<file path="config.mk">
export PLATFORM = sky130hd
export DESIGN_NAME = spmsp_port
export DESIGN_NICKNAME = d
export VERILOG_FILES = /design/src/verilog/spmsp_pkg.sv /design/src/verilog/spmsp_port.sv /design/src/verilog/spmsp_rx_buffer.sv
export VERILOG_INCLUDE_DIRS = /design/src /design/src/verilog
export SDC_FILE = /design/constraint.sdc
export NUM_CORES = 1
export LEC_CHECK = 0
export BUFFER_PORTS_ARGS = -buffer_cell sky130_fd_sc_hd__clkbuf_2
export CAP_MARGIN = 30
export CORE_ASPECT_RATIO = 0.75
export CORE_MARGIN = 5
export CORE_UTILIZATION = 49
export CTS_CLUSTER_SIZE = 24
export DETAILED_ROUTE_END_ITERATION = 7
export PLACE_DENSITY = 0.87
export SYNTH_ARGS = -nofsm -noshare
export SYNTH_HDL_FRONTEND = slang
export SYNTH_HIERARCHICAL = 1
export SYNTH_SLANG_ARGS = --single-unit
</file>
<file path="constraint.sdc">
create_clock -name clk_sys -period 2.6 [get_ports clk_sys]
set_input_delay 0.52 -clock clk_sys [delete_from_list [all_inputs] [get_ports clk_sys]]
set_output_delay 0.52 -clock clk_sys [all_outputs]
set_load 0.005 [all_outputs]
</file>
<file path="src/verilog/spmsp_defs.svh">
`ifndef SPMSP_DEFS_SVH
`define SPMSP_DEFS_SVH
// ************************************************************
// rate divider half periods (cpu clocks per shift clock half)
// ************************************************************
`define SPMSP_HALF_DIV8    8'h04
`define SPMSP_HALF_DIV32   8'h10
`define SPMSP_HALF_DIV128  8'h40
`define SPMSP_HALF_DIV256  8'h80
// ************************************************************
// byte geometry and codes
// ************************************************************
`define SPMSP_BIT_LAST     3'h7
`define SPMSP_ONES         8'hFF
`define SPMSP_ZERO8        8'h00
`define SPMSP_RATE_DIV8    2'h0
`define SPMSP_RATE_DIV32   2'h1
`define SPMSP_RATE_DIV128  2'h2
`define SPMSP_ROLE_FAULT   2'h0
`define SPMSP_ROLE_GPIO    2'h2
`define SPMSP_ROLE_OUTPUT  2'h3
`endif

</file>
<file path="src/verilog/spmsp_pkg.sv">
package spmsp_pkg;
   // transfer state, one-hot
   typedef enum logic [2:0] {
      SPMSP_IDLE  = 3'b001,
      SPMSP_SHIFT = 3'b010,
      SPMSP_DONE  = 3'b100
   } spmsp_state_t;
endpackage : spmsp_pkg

</file>
<file path="src/verilog/spmsp_port.sv">
`timescale 1ns/10ps
`include "spmsp_defs.svh"
module spmsp_port
   import spmsp_pkg::*;
(
   input  wire logic       clk_sys,
   input  wire logic       srst,
   // control bits
   input  wire logic       port_enable_set,
   input  wire logic       master_select_set,
   input  wire logic       cfg_clk_polarity,
   input  wire logic       cfg_clk_phase,
   input  wire logic       low_bit_first,
   input  wire logic [1:0] rate_select,
   input  wire logic       select_pin_override,
   input  wire logic       select_output_enable,
   input  wire logic       port_irq_enable,
   input  wire logic       gpio_select_out,
   // data register access
   input  wire logic       data_wr,
   input  wire logic [7:0] data_wr_value,
   output logic      [7:0] serial_data_reg,
   // status flags and clears
   input  wire logic       done_clear,
   input  wire logic       overrun_clear,
   input  wire logic       collision_clear,
   input  wire logic       fault_clear,
   output logic            port_enable,
   output logic            master_select,
   output logic            transfer_done_flag,
   output logic            overrun_flag,
   output logic            write_collision_flag,
   output logic            fault_flag,
   output logic            port_irq,
   output logic            port_busy,
   // pins
   input  wire logic       shift_clock_line_in,
   output logic            shift_clock_line_out,
   output logic            shift_clock_line_oe,
   input  wire logic       select_n_in,
   output logic            select_n_out,
   output logic            select_n_oe,
   input  wire logic       mosi_in,
   output logic            mosi_out,
   output logic            mosi_oe,
   input  wire logic       miso_in,
   output logic            miso_out,
   output logic            miso_oe
);
   typedef struct packed {
      spmsp_state_t state;
      logic         enable;
      logic         master;
      logic [7:0]   shifter;
      logic [2:0]   bit_cnt;
      logic         edge_odd;      // next edge is the first of a bit
      logic [7:0]   div_cnt;
      logic         sclk;          // master clock level, idle phase
      logic         out_bit;
      logic         done;
      logic         ovr;
      logic         col;
      logic         fault;
      logic         buf_full;      // read buffer holds an unread byte
      logic [2:0]   sck_sync;      // two sync stages plus edge history
      logic [1:0]   ss_sync;
      logic [1:0]   mosi_sync;
      logic [1:0]   miso_sync;
   } spmsp_st_t;

   spmsp_st_t  st_q;
   spmsp_st_t  st_d;
   logic       rx_load;
   logic [7:0] rx_byte;

   // ************************************************************
   // helpers
   // ************************************************************
   function automatic logic [7:0] half_period(input logic [1:0] rs);
      unique case (rs)
         `SPMSP_RATE_DIV8:   half_period = `SPMSP_HALF_DIV8;
         `SPMSP_RATE_DIV32:  half_period = `SPMSP_HALF_DIV32;
         `SPMSP_RATE_DIV128: half_period = `SPMSP_HALF_DIV128;
         default:            half_period = `SPMSP_HALF_DIV256;
      endcase
   endfunction : half_period

   // bit leaving the shifter, by order
   function automatic logic head_bit(input logic [7:0] s, input logic lsb);
      head_bit = lsb ? s[0] : s[7];
   endfunction : head_bit

   function automatic logic [7:0] shift_in(input logic [7:0] s, input logic lsb,
                                           input logic b);
      shift_in = lsb ? {b, s[7:1]} : {s[6:0], b};
   endfunction : shift_in

   // ************************************************************
   // next state
   // ************************************************************
   logic [1:0] role;
   logic       ss_low;
   logic       sck_edge;
   logic       sample_now;
   logic       in_bit;
   logic       is_master;
   // decoded role, synchronised select and clock edge
   assign role      = {select_pin_override, select_output_enable};
   assign ss_low    = ~st_q.ss_sync[1];
   assign is_master = st_q.enable & st_q.master;
   assign sck_edge  = st_q.sck_sync[2] ^ st_q.sck_sync[1];
   assign in_bit    = is_master ? st_q.miso_sync[1] : st_q.mosi_sync[1];

   always_comb begin
      st_d           = st_q;
      rx_load        = 1'b0;
      sample_now     = 1'b0;
      st_d.sck_sync  = {st_q.sck_sync[1:0], shift_clock_line_in};
      st_d.ss_sync   = {st_q.ss_sync[0], select_n_in};
      st_d.mosi_sync = {st_q.mosi_sync[0], mosi_in};
      st_d.miso_sync = {st_q.miso_sync[0], miso_in};
      // software enables; flag clears lose to a same-cycle set below
      st_d.enable = port_enable_set;
      st_d.master = master_select_set;
      if (done_clear) st_d.done = 1'b0;
      if (overrun_clear) st_d.ovr = 1'b0;
      if (collision_clear) st_d.col = 1'b0;
      if (fault_clear) st_d.fault = 1'b0;
      if (~st_q.buf_full | done_clear) st_d.buf_full = 1'b0;
      // data write: start as master when idle, else collision
      if (data_wr & st_q.enable) begin
         if (st_q.state != SPMSP_IDLE) begin
            st_d.col = 1'b1;
         end else begin
            st_d.shifter = data_wr_value;
            if (is_master) begin
               st_d.state    = SPMSP_SHIFT;
               st_d.bit_cnt  = 3'h0;
               st_d.edge_odd = 1'b1;
               st_d.div_cnt  = half_period(rate_select);
               st_d.out_bit  = head_bit(data_wr_value, low_bit_first);
            end
         end
      end
      // slave: a clock edge with select low arms a transfer; phase 0 leads with data
      if (st_q.enable & ~st_q.master) begin
         if (~ss_low) begin
            if (st_q.state == SPMSP_SHIFT) begin
               st_d.shifter = `SPMSP_ONES;
            end
            st_d.state    = SPMSP_IDLE;
            st_d.bit_cnt  = 3'h0;
            st_d.edge_odd = 1'b1;
            st_d.out_bit  = head_bit(st_d.shifter, low_bit_first);
         end else if (sck_edge) begin
            // only an idle port arms; a byte in done waits for its last edge
            if (st_q.state == SPMSP_IDLE) begin
               st_d.state = SPMSP_SHIFT;
            end
            st_d.edge_odd = ~st_q.edge_odd;
            sample_now    = (st_q.edge_odd ^ cfg_clk_phase);
            if (~sample_now) st_d.out_bit = head_bit(st_q.shifter, low_bit_first);
         end
      end
      // master: divide and toggle the shift clock
      // runs on in done so phase 0 still gets its trailing edge
      if (is_master & (st_q.state != SPMSP_IDLE)) begin
         if (st_q.div_cnt == 8'h01) begin
            st_d.div_cnt  = half_period(rate_select);
            st_d.sclk     = ~st_q.sclk;
            st_d.edge_odd = ~st_q.edge_odd;
            sample_now    = (st_q.edge_odd ^ cfg_clk_phase);
            // drive the next bit on the non-sampling edge
            if (~sample_now) begin
               st_d.out_bit = head_bit(st_q.shifter, low_bit_first);
            end
         end else begin
            st_d.div_cnt = st_q.div_cnt - 8'h01;
         end
      end
      // sample one bit and finish the byte
      if (sample_now) begin
         st_d.shifter = shift_in(st_q.shifter, low_bit_first, in_bit);
         // outgoing bit moves on the other edge, away from the capture
         st_d.bit_cnt = st_q.bit_cnt + 3'h1;
         if (st_q.bit_cnt == `SPMSP_BIT_LAST) begin
            st_d.state = SPMSP_DONE;
         end
      end
      // byte done: hand to read buffer unless still unread
      // wait for the trailing clock edge of the byte; a deselected slave
      // ends at once, and with select held low the next byte may follow
      if (st_q.state == SPMSP_DONE & (st_q.edge_odd | (~st_q.master & ~ss_low))) begin
         st_d.state   = SPMSP_IDLE;
         st_d.done    = 1'b1;
         st_d.bit_cnt = 3'h0;
         if (st_q.buf_full & ~done_clear) begin
            st_d.ovr = 1'b1;
         end else begin
            rx_load       = 1'b1;
            st_d.buf_full = 1'b1;
         end
      end
      // mode fault on a low select input in master role 00
      if (is_master & (role == `SPMSP_ROLE_FAULT) & ss_low) begin
         st_d.fault  = 1'b1;
         st_d.master = 1'b0;
         st_d.enable = 1'b0;
         st_d.state  = SPMSP_IDLE;
      end
      // disabled port does nothing
      if (~st_q.enable) begin
         st_d.state = SPMSP_IDLE;
         st_d.sclk  = 1'b0;
      end
   end

   // register the whole state; select sync starts at its idle high level
   always_ff @(posedge clk_sys) begin
      if (srst) begin
         st_q <= '{state: SPMSP_IDLE, sck_sync: 3'h0, ss_sync: 2'h3,
                   mosi_sync: 2'h0, miso_sync: 2'h0, default: '0};
      end else begin
         st_q <= st_d;
      end
   end

   // ************************************************************
   // read buffer
   // ************************************************************
   // the finished byte is taken in the done cycle
   assign rx_byte = st_d.shifter;
   spmsp_rx_buffer u_rx_buffer (
      .clk_sys   (clk_sys),
      .srst      (srst),
      .load      (rx_load),
      .load_data (rx_byte),
      .read_data (serial_data_reg)
   );

   // ************************************************************
   // outputs and pin control
   // ************************************************************
   logic active;
   // flags and status straight from the state
   assign active               = st_q.state != SPMSP_IDLE;
   assign port_enable          = st_q.enable;
   assign master_select        = st_q.master;
   assign transfer_done_flag   = st_q.done;
   assign overrun_flag         = st_q.ovr;
   assign write_collision_flag = st_q.col;
   assign fault_flag           = st_q.fault;
   assign port_irq             = port_irq_enable & (st_q.done | st_q.fault);
   assign port_busy            = active;
   // master drives clock and mosi; slave takes clock as input
   assign shift_clock_line_out = st_q.sclk ^ cfg_clk_polarity;
   assign shift_clock_line_oe  = is_master;
   assign mosi_out             = st_q.out_bit;
   assign mosi_oe              = is_master;
   assign miso_out             = st_q.out_bit;
   assign miso_oe              = st_q.enable & ~st_q.master & ss_low;
   // select pin role: master only; slave always input
   always_comb begin
      select_n_out = 1'b1;
      select_n_oe  = 1'b0;
      if (is_master) begin
         if (role == `SPMSP_ROLE_OUTPUT) begin
            select_n_out = ~active;
            select_n_oe  = 1'b1;
         end else if (role == `SPMSP_ROLE_GPIO) begin
            select_n_out = gpio_select_out;
            select_n_oe  = 1'b1;
         end
      end
   end
endmodule : spmsp_port

</file>
<file path="src/verilog/spmsp_rx_buffer.sv">
`timescale 1ns/10ps
`include "spmsp_defs.svh"
// ************************************************************
// receive read buffer: holds one byte, registered read data
// ************************************************************
module spmsp_rx_buffer (
   input  wire logic       clk_sys,
   input  wire logic       srst,
   input  wire logic       load,
   input  wire logic [7:0] load_data,
   output logic      [7:0] read_data
);
   typedef struct packed {
      logic [7:0] data;
   } spmsp_rxb_t;

   spmsp_rxb_t st_q;
   spmsp_rxb_t st_d;

   // capture a completed byte
   always_comb begin
      st_d = st_q;
      if (load) begin
         st_d.data = load_data;
      end
   end

   always_ff @(posedge clk_sys) begin
      if (srst) begin
         st_q <= '{data: `SPMSP_ZERO8};
      end else begin
         st_q <= st_d;
      end
   end

   assign read_data = st_q.data;
endmodule : spmsp_rx_buffer

</file>
# ---- Word-level counts from Yosys, hierarchy flattened
# Index checks and enable logic that the tools add are counted.
dict set report word_totals {
  out_inout_bits 24
  wordCells 130
  regBits 49
  in_bits 30
}
dict set report classes {
  mux 61
  n_addsub 2
  n_eq_ne 11
  bitwise 25
  reduce_logical 12
}
# cell n
set op_table {}
lappend op_table {{$mux W20} 2}
lappend op_table {{$mux W1} 39}
lappend op_table {{$mux W11} 3}
lappend op_table {{$mux W3} 9}
lappend op_table {{$mux W12} 2}
lappend op_table {{$mux W8} 3}
lappend op_table {{$pmux W8 S3} 1}
lappend op_table {{$and A1 B1 Y1} 11}
lappend op_table {{$eq A8 B1 Y1 const B} 1}
lappend op_table {{$not A1 Y1} 8}
lappend op_table {{$reduce_bool A2 Y1} 4}
lappend op_table {{$sub A8 B1 Y8 const B} 1}
lappend op_table {{$eq A2 B2 Y1 const B} 3}
lappend op_table {{$eq A3 B3 Y1 const B} 2}
lappend op_table {{$reduce_or A2 Y1} 3}
lappend op_table {{$logic_not A2 Y1} 2}
lappend op_table {{$mux W2} 2}
lappend op_table {{$reduce_or A4 Y1} 1}
lappend op_table {{$add A3 B1 Y3 const B} 1}
lappend op_table {{$eq A3 B1 Y1 const B} 1}
lappend op_table {{$eq A3 B2 Y1 const B} 1}
lappend op_table {{$ne A3 B1 Y1 const B} 1}
lappend op_table {{$or A1 B1 Y1} 3}
lappend op_table {{$reduce_and A3 Y1} 1}
lappend op_table {{other kinds (4)} 6}

# ---- Depth between registers and ports, before layout
# Gate-level depths: netlist of the first run.
dict set report depth {
  depth_word 12
  ltp_mapped 12
  depth_no_buf 9
}

# ---- By module
# The synthesis of the first run kept the hierarchy.
# mod area_per_inst_um2 cells_each n_inst seq_area_each_um2
set by_module_without_submodules {}
lappend by_module_without_submodules {spmsp_port 2159.6 259 1 820.8}
lappend by_module_without_submodules {spmsp_rx_buffer 285.3 26 1 160.2}

# ---- Worst setup path after synthesis of the first run
# No wires, ideal clock.
dict set report synth_timing {
  kind {register to register}
  from {reg st_q[16] (netlist bit)}
  to {reg u_rx_buffer.st_q (netlist bit u_rx_buffer/read_data[5])}
  synth_period_minus_slack_ns 2.511
  slack_ns 0.089
  required_time_ns 2.476
  path_buffers 2
  arrival_ns 2.387
  stages_incl_launch_ff 11
  setup_ns 0.124
  cell_sequence {dfxtp_1 ha_1 or3b_2 or4b_1 buf_2 a21o_1 buf_6 a211oi_1 a31oi_1 mux2i_1 nor2_1}
}
dict set report synth_between {
  elab_chain_len 4
}
# item line_no
set synth_rtl {}
lappend synth_rtl {{from (decl)} spmsp_port.sv:71} ;# spmsp_st_t st_q;
lappend synth_rtl {{from (signal assigned)} spmsp_port.sv:221} ;# st_q <= '{state: SPMSP_IDLE, sck_sync: 3'h0, ss_sync: 2'h3,
lappend synth_rtl {{from (signal assigned)} spmsp_port.sv:224} ;# st_q <= st_d;
lappend synth_rtl {{$eq A8 B1 Y1} spmsp_port.sv:168} ;# if (st_q.div_cnt == 8'h01) begin
lappend synth_rtl {{$mux W1} spmsp_port.sv:168}
lappend synth_rtl {{$mux W1} spmsp_port.sv:167} ;# if (is_master & (st_q.state != SPMSP_IDLE)) begin
lappend synth_rtl {{$mux W11} spmsp_port.sv:182} ;# if (sample_now) begin
lappend synth_rtl {{named net rx_byte[5]} spmsp_port.sv:74} ;# logic [7:0] rx_byte;
lappend synth_rtl {{to (signal assigned)} spmsp_rx_buffer.sv:30} ;# st_q <= '{data: `SPMSP_ZERO8};
lappend synth_rtl {{to (signal assigned)} spmsp_rx_buffer.sv:32} ;# st_q <= st_d;
lappend synth_rtl {{to (decl)} spmsp_rx_buffer.sv:17} ;# spmsp_rxb_t st_q;
# The timed path passes the listed nets, and every way through them passes these cells.
# A chain may end at the register's enable or synchronous reset.

# ---- Worst setup path after layout of the first run
dict set report layout_timing {
  from {reg st_q[17] (netlist bit)}
  to {reg u_rx_buffer.st_q (netlist bit u_rx_buffer/read_data[1])}
}
# Same word-level chain as after synthesis.

==> impl_summary.md, run 1 <==
Status
The run finished with clean final reports.

Routing
The detailed-route via count is about 2300. The average wire per standard cell is 15.2 um. The total wirelength of the detailed-routed design is 6190 um.

The number of DRC markers after the initial detailed-route iteration is 335. The DRC violation count after routing is 0. The count of nets left with antenna violations once routing finished came out at 0. The count of TritonRoute iterations in the first routing pass is 5. The via density per instance is 5.66.

Worst hold path
The worst hold path begins at select_n_in. The path with the worst hold slack has its endpoint at st_d[5]. Along the worst hold path, the cell count comes to 2. The tightest min-delay check is of the primary input to flip-flop type.

Setup path
In this run the critical register-to-register path is captured at u_rx_buffer/read_data[1]. Among cell families on the critical path, the largest total delay comes from simple AND/OR/NAND/NOR gates. For this design, the slowest cell found on the critical path is or4b_4. For this run, the slowest stage of the critical path takes around 0.54 ns. For the worst setup path, the data arrival time is 2.67 ns. The worst endpoint required time is 2.78 ns. The setup path with the least slack is of type flip-flop to flip-flop. Along the worst path, the maximum fanout reaches 8. The number of cells on the worst reg-to-reg path is 10. The total buffers and inverters traversed by the critical path is 2. The worst register-to-register path has a setup slack of between 0.1 and 0.15 ns.

The startpoint kind of the worst setup timing path is a flip-flop. The startpoint of the most critical register-to-register path is st_q[17]. The signal on the critical path passes through inv_1, ha_1, or3b_4, or4b_4, a21o_4, clkbuf_4, a211oi_4, a31oi_1, mux2i_1, nor2_1. STA classifies the critical path endpoint as a flip-flop.

Floorplan
Row generation in the floorplan step produced 22 rows. The region available for standard cell placement spans 4870 um2. The die covers ~6500 um2. The height of the die is 71.2 um. The initial cell density of the core is between 50% and 60%. For this design the top-level I/O count stands at 54. The floorplan step set the die width to 91.6 um.

Layout
Leaving out fill and tap cells, the most frequent cell in the layout is clkbuf_2. The repair_antennas step left the layout with diodes totalling 0. Once layout is done, the placed cells without fillers occupy 3020 um2. The finished layout holds 407 standard cells, fillers aside. In the final layout, the share of cells above drive strength 1 is around 28%. The total number of nets in the final design is 380. The signed area change from the synthesized netlist to the final layout is 23.4%. The total of fill cells in the finished design is 406. Leaving out fill and tap cells, the most frequent cells in the layout are clkbuf_2, dfxtp_1, nor2_1, a21oi_1, nand2_1.

STA
The worst pin sits at a relative slew slack of 60.0%. The number of endpoints with negative hold slack in the final report was 0. Derived from the worst setup path, the maximum achievable clock frequency is ~400 MHz. The count of pins over their slew limit came to 0. The clock arrives with about 0.0053 ns of skew. The final critical-path share of the clock period is 95.7%.

The actual slew at the worst max-slew pin is 0.597 ns. The clock period could shrink to approximately 2.5 ns. Setup violations remaining at the end of the flow were counted as 0. The sum of negative setup slack is 0 ns.

Global routing
The wire length of the first global-routing pass is 9850 um. The combined global-route utilization of all metal layers is 18.4%. Entering global routing, the biggest net connects 43 pins.

The via count of the first global-routing pass is 2085. The number of antenna violations at the first check in global routing is 0. After global routing the overflow that remains totals 0.

Power and ir drop
The total power of the final layout is 1450 uW. Summed over all cells, the static leakage comes to 0.00131 uW. The peak supply drop is 414 uV. The power per cell area is 482 nW/um2.

Clock network
Counting along the longest clock path gives a buffer depth of 2. The number of levels the H-tree was split into is 2. The TritonCTS clock tree is built.

Counting every sink on the clock net gives 49. The CTS buffer count is 5. The clock-pin slew reported for the worst setup and hold paths after clock tree synthesis is 0.09 ns.

The cell chosen for the clock root is clkbuf_8. The clock latency at the later pin of the worst-skew pair is about 0.3 ns. The count of hold buffers inserted by post-cts repair is 0.

Placement
Buffers placed on the I/O ports in this run total 53. The final RePlAce weighted congestion is 0.907. The placed instance area is 2810 um2.

The placed instance count is roughly 400. Detailed placement finished with a half-perimeter wire length of 4490 um.

Yosys
The mapped cell area is between 2000 and 2500 um2. The count of synthesis-stage warnings from yosys is 6. For this run, the leading register cell type out of synthesis is dfxtp_1. Counting flops with a built-in enable in the synthesized netlist gives 0. The total nets after synthesis is roughly 320. The share of flip-flops with an asynchronous set or reset is 0%. The proportion of synthesized chip area in sequential cells is 40.1%. Each instance of the synthesized netlist takes up on average 8.58 um2. The synthesized instance count is 285. In this run, distinct cell masters in the synthesized netlist total 43. The synthesized design contains 49 register bits.

Run
The count of maximum capacitance violations is 0.
==> timing repair <==
| action | 4_1_cts | 5_1_grt |
|---|---|---|
| setup endpoints to repair | 6 | 9 |
| pin swaps | 0 | 1 |
| gates resized for setup | 2 | 11 |
| setup buffers | 0 | 3 |
| endpoints found under the hold margin | 0 | 0 |
==> worst register-to-register path, delay by kind of cell (launching register included) <==
family | cells | cell delay, ns
flip-flops | 1 | 0.32
buffers and inverters | 2 | 0.26
adder cells (fa/ha/maj) | 1 | 0.14
multiplexers | 1 | 0.14
AO/OA/AOI/OAI | 3 | 0.54
AND/OR/NAND/NOR | 3 | 0.98
==> worst max-delay path by stage <==
| stage | cells after the start | startpoint | slack [ns] | to |
|---|---|---|---|---|
| 3_5_place_dp | 9 | st_q[17] | -0.09 | u_rx_buffer/read_data[2] |
| 2_1_floorplan | 10 | st_q[16] | 0.09 | u_rx_buffer/read_data[5] |
| 5_1_grt | 10 | st_q[17] | -0.02 | u_rx_buffer/read_data[1] |
| 4_1_cts | 9 | st_q[17] | 0.01 | u_rx_buffer/read_data[4] |
| 6_report | 10 | st_q[17] | 0.11 | u_rx_buffer/read_data[1] |
| 3_3_place_gp | 9 | st_q[17] | 0.03 | u_rx_buffer/read_data[5] |
==> cells by family (layout without fill, tap and decap cells) <==
| group | Yosys count | after routing | share of synthesized area (%) |
|---|---|---|---|
| and+or+nand+nor | 107 | 107 | 23.3 |
| buffers and inverters | 28 | 90 | 5.63 |
| muxes | 20 | 20 | 8.24 |
| adders and majority gates | 4 | 4 | 2.05 |
| DFF | 49 | 49 | 40.1 |
| AOI/OAI and AO/OA | 71 | 71 | 18.5 |
| xor gates and xnor gates | 6 | 6 | 2.15 |
==> sequential cells by signal, summed over array words and instances (netlist names), named ones only <==
name                   cells
master_select              1
overrun_flag               1
port_enable                1
write_collision_flag       1
miso_out                   1
u_rx_buffer/read_data      8
transfer_done_flag         1
st_d                       5
fault_flag                 1
st_q                      28
==> stage by stage <==
stage	worst slack, ns	utilization, %	hold WS [ns]
floorplan	0.0889	-	0.389
global placement	0.0326	57.6	0.394
detailed placement	-0.0907	57.6	0.398
CTS	0.0126	60.0	0.406
global route	-0.0234	61.9	0.395
finish	0.112	61.9	0.411
==> synth_stat cells, types with 2 or more instances <==
master	number	area, um2
a211oi_1	7	52.6
a21oi_1	23	115
a311oi_1	8	70.1
a31oi_1	12	75.1
and2_1	3	18.8
buf_2	2	10.0
buf_4	2	15.0
buf_6	3	33.8
clkbuf_1	10	37.5
dfxtp_1	49	981
ha_1	4	50.1
inv_1	10	37.5
mux2i_1	19	190
nand2_1	21	78.8
nand2b_1	5	31.3
nand3_1	7	35.0
nand3b_1	4	30.0
nand4_1	2	12.5
nor2_1	25	93.8
nor2b_1	17	106
nor3_1	5	25.0
nor3b_1	6	45.0
o211ai_1	2	15.0
o21a_1	3	22.5
o21ai_0	10	50.1
or2_2	2	12.5
or3_1	3	18.8
or3b_2	2	17.5
xnor2_1	2	17.5
xor2_1	4	35.0
==> layer usage <==
metal	track usage, %	part of all wire [%]
met5	0	0
met3	3.51	5.1
met4	4.85	1.0
met2	28.7	46
met1	26.0	48
==> area by class of cell <==
class	instances	area (um2)	share of cell area, %
clock buffers	5	68.8	2.28
well taps	60	75.1	2.49
inverters	10	37.5	1.24
clock inverters	3	43.8	1.45
flip-flops and latches	49	981	32.5
repair buffers	72	420	13.9
multi-input cells	208	1390	46.1
==> where the power goes <==
part | internal, uW | switching (uW)
registers | 765 | 12.0
clock network | 288 | 258
logic | 59.2 | 71.7
Power figures use the tool's default switching activity.
==> run 2, diff against run 1 <==
--- a/config.mk
+++ b/config.mk
@@ -10,11 +10,12 @@
 export CAP_MARGIN = 30
 export CORE_ASPECT_RATIO = 0.75
 export CORE_MARGIN = 5
-export CORE_UTILIZATION = 49
+export CORE_UTILIZATION = 35
 export CTS_CLUSTER_SIZE = 24
 export DETAILED_ROUTE_END_ITERATION = 7
-export PLACE_DENSITY = 0.87
+export PLACE_DENSITY = 0.69
 export SYNTH_ARGS = -nofsm -noshare
 export SYNTH_HDL_FRONTEND = slang
 export SYNTH_HIERARCHICAL = 1
 export SYNTH_SLANG_ARGS = --single-unit
+export TNS_END_PERCENT = 1
==> impl_summary.md, run 2 (synthesis results as in run 1) <==
STA
The number of endpoints with negative hold slack in the final report is 0 (unchanged). The final critical-path share of the clock period came to 94.2% (-1.5 points). The actual slew at the worst max-slew pin is 0.702 ns (+0.105 ns).

The relative slew slack is 53.0% (-7.0 points). The count of pins over their slew limit is 0 (unchanged). The clock skew was 0.0120 ns (+0.00674 ns). The top achievable clock speed is 408 MHz (+1.6%). The final period demand of the worst path came to 2.45 ns (-0.0396 ns). The number of failing setup endpoints in the final timing report is 0 (unchanged). Setup repair after global routing left no endpoint under its margin.

Floorplan
The floorplan die area is 8770 um2 (+35%). The height of the die was 82.4 um (+16%). The placeable core area is 6800 um2 (+40%). The count of standard-cell rows is 26 (+18%).

The boundary pin count is 54 (unchanged). The initial cell density of the core is 36.0% (-14 points). The die extent in x is 107 um (+16%).

Layout
In the layout the commonest cells are clkbuf_2, dfxtp_1, nor2_1, a21oi_1, nand2_1. The share of final-layout standard cells stronger than drive strength 1 is 27.2% (-0.50 points). The final antenna diode count was 0 (unchanged). The total number of nets in the final design is 379 (-0.26%).

The number of flip-flops in the largest register was 28 (unchanged). The final design instance area without fill is 3000 um2 (-0.62%). Ranked by flip-flop count, first place goes to st_q. The area growth from synthesis to layout is 22.7%. The most common cell after layout, fill and taps aside is clkbuf_2.

Placement
The count of input and output buffers came to 53 (unchanged). The placed wire-length estimate is 4640 um (+3.3%). The placed instance area is 2840 um2 (+1.1%). The final RePlAce weighted congestion is 0.922 (+1.7%).

Setup path
The setup path with the least slack is of type flip-flop to flip-flop. The worst setup path is launched from a flip-flop. The type of element capturing the critical path is a flip-flop. The worst endpoint required time is 2.85 ns (+0.07 ns).

The peak fanout along the critical path is 7 (-1). The critical path data arrival time is 2.70 ns (+0.03 ns).

Global routing
The number of antenna violations at the first check in global routing is 0 (unchanged). The via count of the first global-routing pass is 2203 (+5.7%). The largest net degree at the start of global routing is 24 (-44%). The final global-route overflow total is 0 (unchanged).

The combined global-route utilization of all metal layers is 14.4% (-4.0 points). The wire length of the first global-routing pass is 10200 um (+4.0%).

Power and ir drop
The standby leakage power is 0.00129 uW (-1.8%). The total power of the final layout is 1380 uW (-4.9%). The power per cell area was 461 nW/um2 (-4.3%). The peak supply drop is 294 uV (-29%).

Clock network
The CTS buffer count is 5 (unchanged). The number of levels the H-tree was split into is 2 (unchanged). The CTS sink count is 49 (unchanged).

TritonCTS built the clock tree. The count of hold buffers inserted by post-cts repair came to 0 (unchanged). The clock latency at the later pin of the worst-skew pair is 0.31 ns (about the same). The root buffer cell chosen for the clock tree is clkbuf_8. The buffer levels on the longest clock path is 2 (unchanged). The clock-pin slew reported for the worst setup and hold paths after clock tree synthesis is 0.10 ns (about the same).

Routing
The remaining antenna violation count is 0 (unchanged). The count of TritonRoute iterations in the first routing pass is 4 (-1). The number of DRC markers after the initial detailed-route iteration is 190 (-43%).

The via density per instance came to 5.23 (-7.5%). The average wire per standard cell was 14.5 um (-5.0%). The DRC violation count after routing is 0 (unchanged).

The total wirelength of the detailed-routed design is 6220 um (+0.40%). The detailed-route via count is 2251 (-2.3%).

Worst hold path
The path class of the lowest-slack min-delay path is primary input to flip-flop.

Run
The count of maximum capacitance violations came to 0 (unchanged).

Status
The run finished with clean final reports.
-- run 2: timing repair --
item / 4_1_cts / 5_1_grt
pin swaps: 0 / 4
buffers inserted: 0 / 0
endpoints found under the setup margin: 7 / 10
gates cloned: 0 / 2
gates resized for setup: 1 / 9
-- run 2: worst paths after layout --
check	from	to	slack [ns]	depth (start not counted)
worst max-delay path	st_q[17]	u_rx_buffer/read_data[7]	0.15	9
worst min-delay path	select_n_in	st_d[5]	0.41	2
worst max register to register	st_q[17]	u_rx_buffer/read_data[7]	0.15	9
worst min register to register	st_d[5]	st_q[5]	0.42	1
-- run 2: worst max-delay path, cell delays in order (launching register included) --
cell,delay (ns)
dfxtp_1,0.32
inv_1,0.07
ha_1,0.14
or3b_2,0.46
or4b_4,0.54
a21o_4,0.28
buf_4,0.17
a31oi_1,0.23
mux2i_1,0.11
nor2_1,0.09
-- run 2: area by class of cell --
class                      count  area [um2]
multi-input combinational    210        1390
timing repair buffer          69         385
sequential                    49         981
tap                           84         105
clock inverter                 3        28.8
inverter                      10        37.5
fill                         648        3800
clock buffer                   5        68.8
-- run 2: routing by layer --
| layer | up-vias | wire, um | part of all wire, % | global-route usage [%] |
|---|---|---|---|---|
| met3 | 4 | 322 | 5.2 | 2.80 |
| met5 | - | 0 | 0 | 0 |
| met4 | 0 | 55 | 0.88 | 3.58 |
| met2 | 61 | 2800 | 45 | 22.7 |
| met1 | 1048 | 3040 | 49 | 20.5 |
| li1 | 1138 | - | - | - |
-- run 2: through the flow --
| stage | std cells | setup TNS (ns) | hold WS (ns) | util (%) | setup slack [ns] |
|---|---|---|---|---|---|
| 6_report | 430 | 0 | 0.408 | 44.1 | 0.152 |
| 3_3_place_gp | 420 | 0 | 0.391 | 41.7 | 0.0172 |
| 5_1_grt | 430 | 0 | 0.402 | 44.1 | 0.00490 |
| 4_1_cts | 428 | 0 | 0.410 | 43.2 | 0.0194 |
| 2_1_floorplan | 285 | 0 | 0.389 | - | 0.0889 |
| 3_5_place_dp | 420 | -0.204 | 0.400 | 41.7 | -0.0548 |
-- run 2: power by group --
group	leakage (uW)	switching, uW	internal (uW)
logic	0.000838	70.5	58.4
clock network	0.0000506	276	201
registers	0.000398	12.1	765
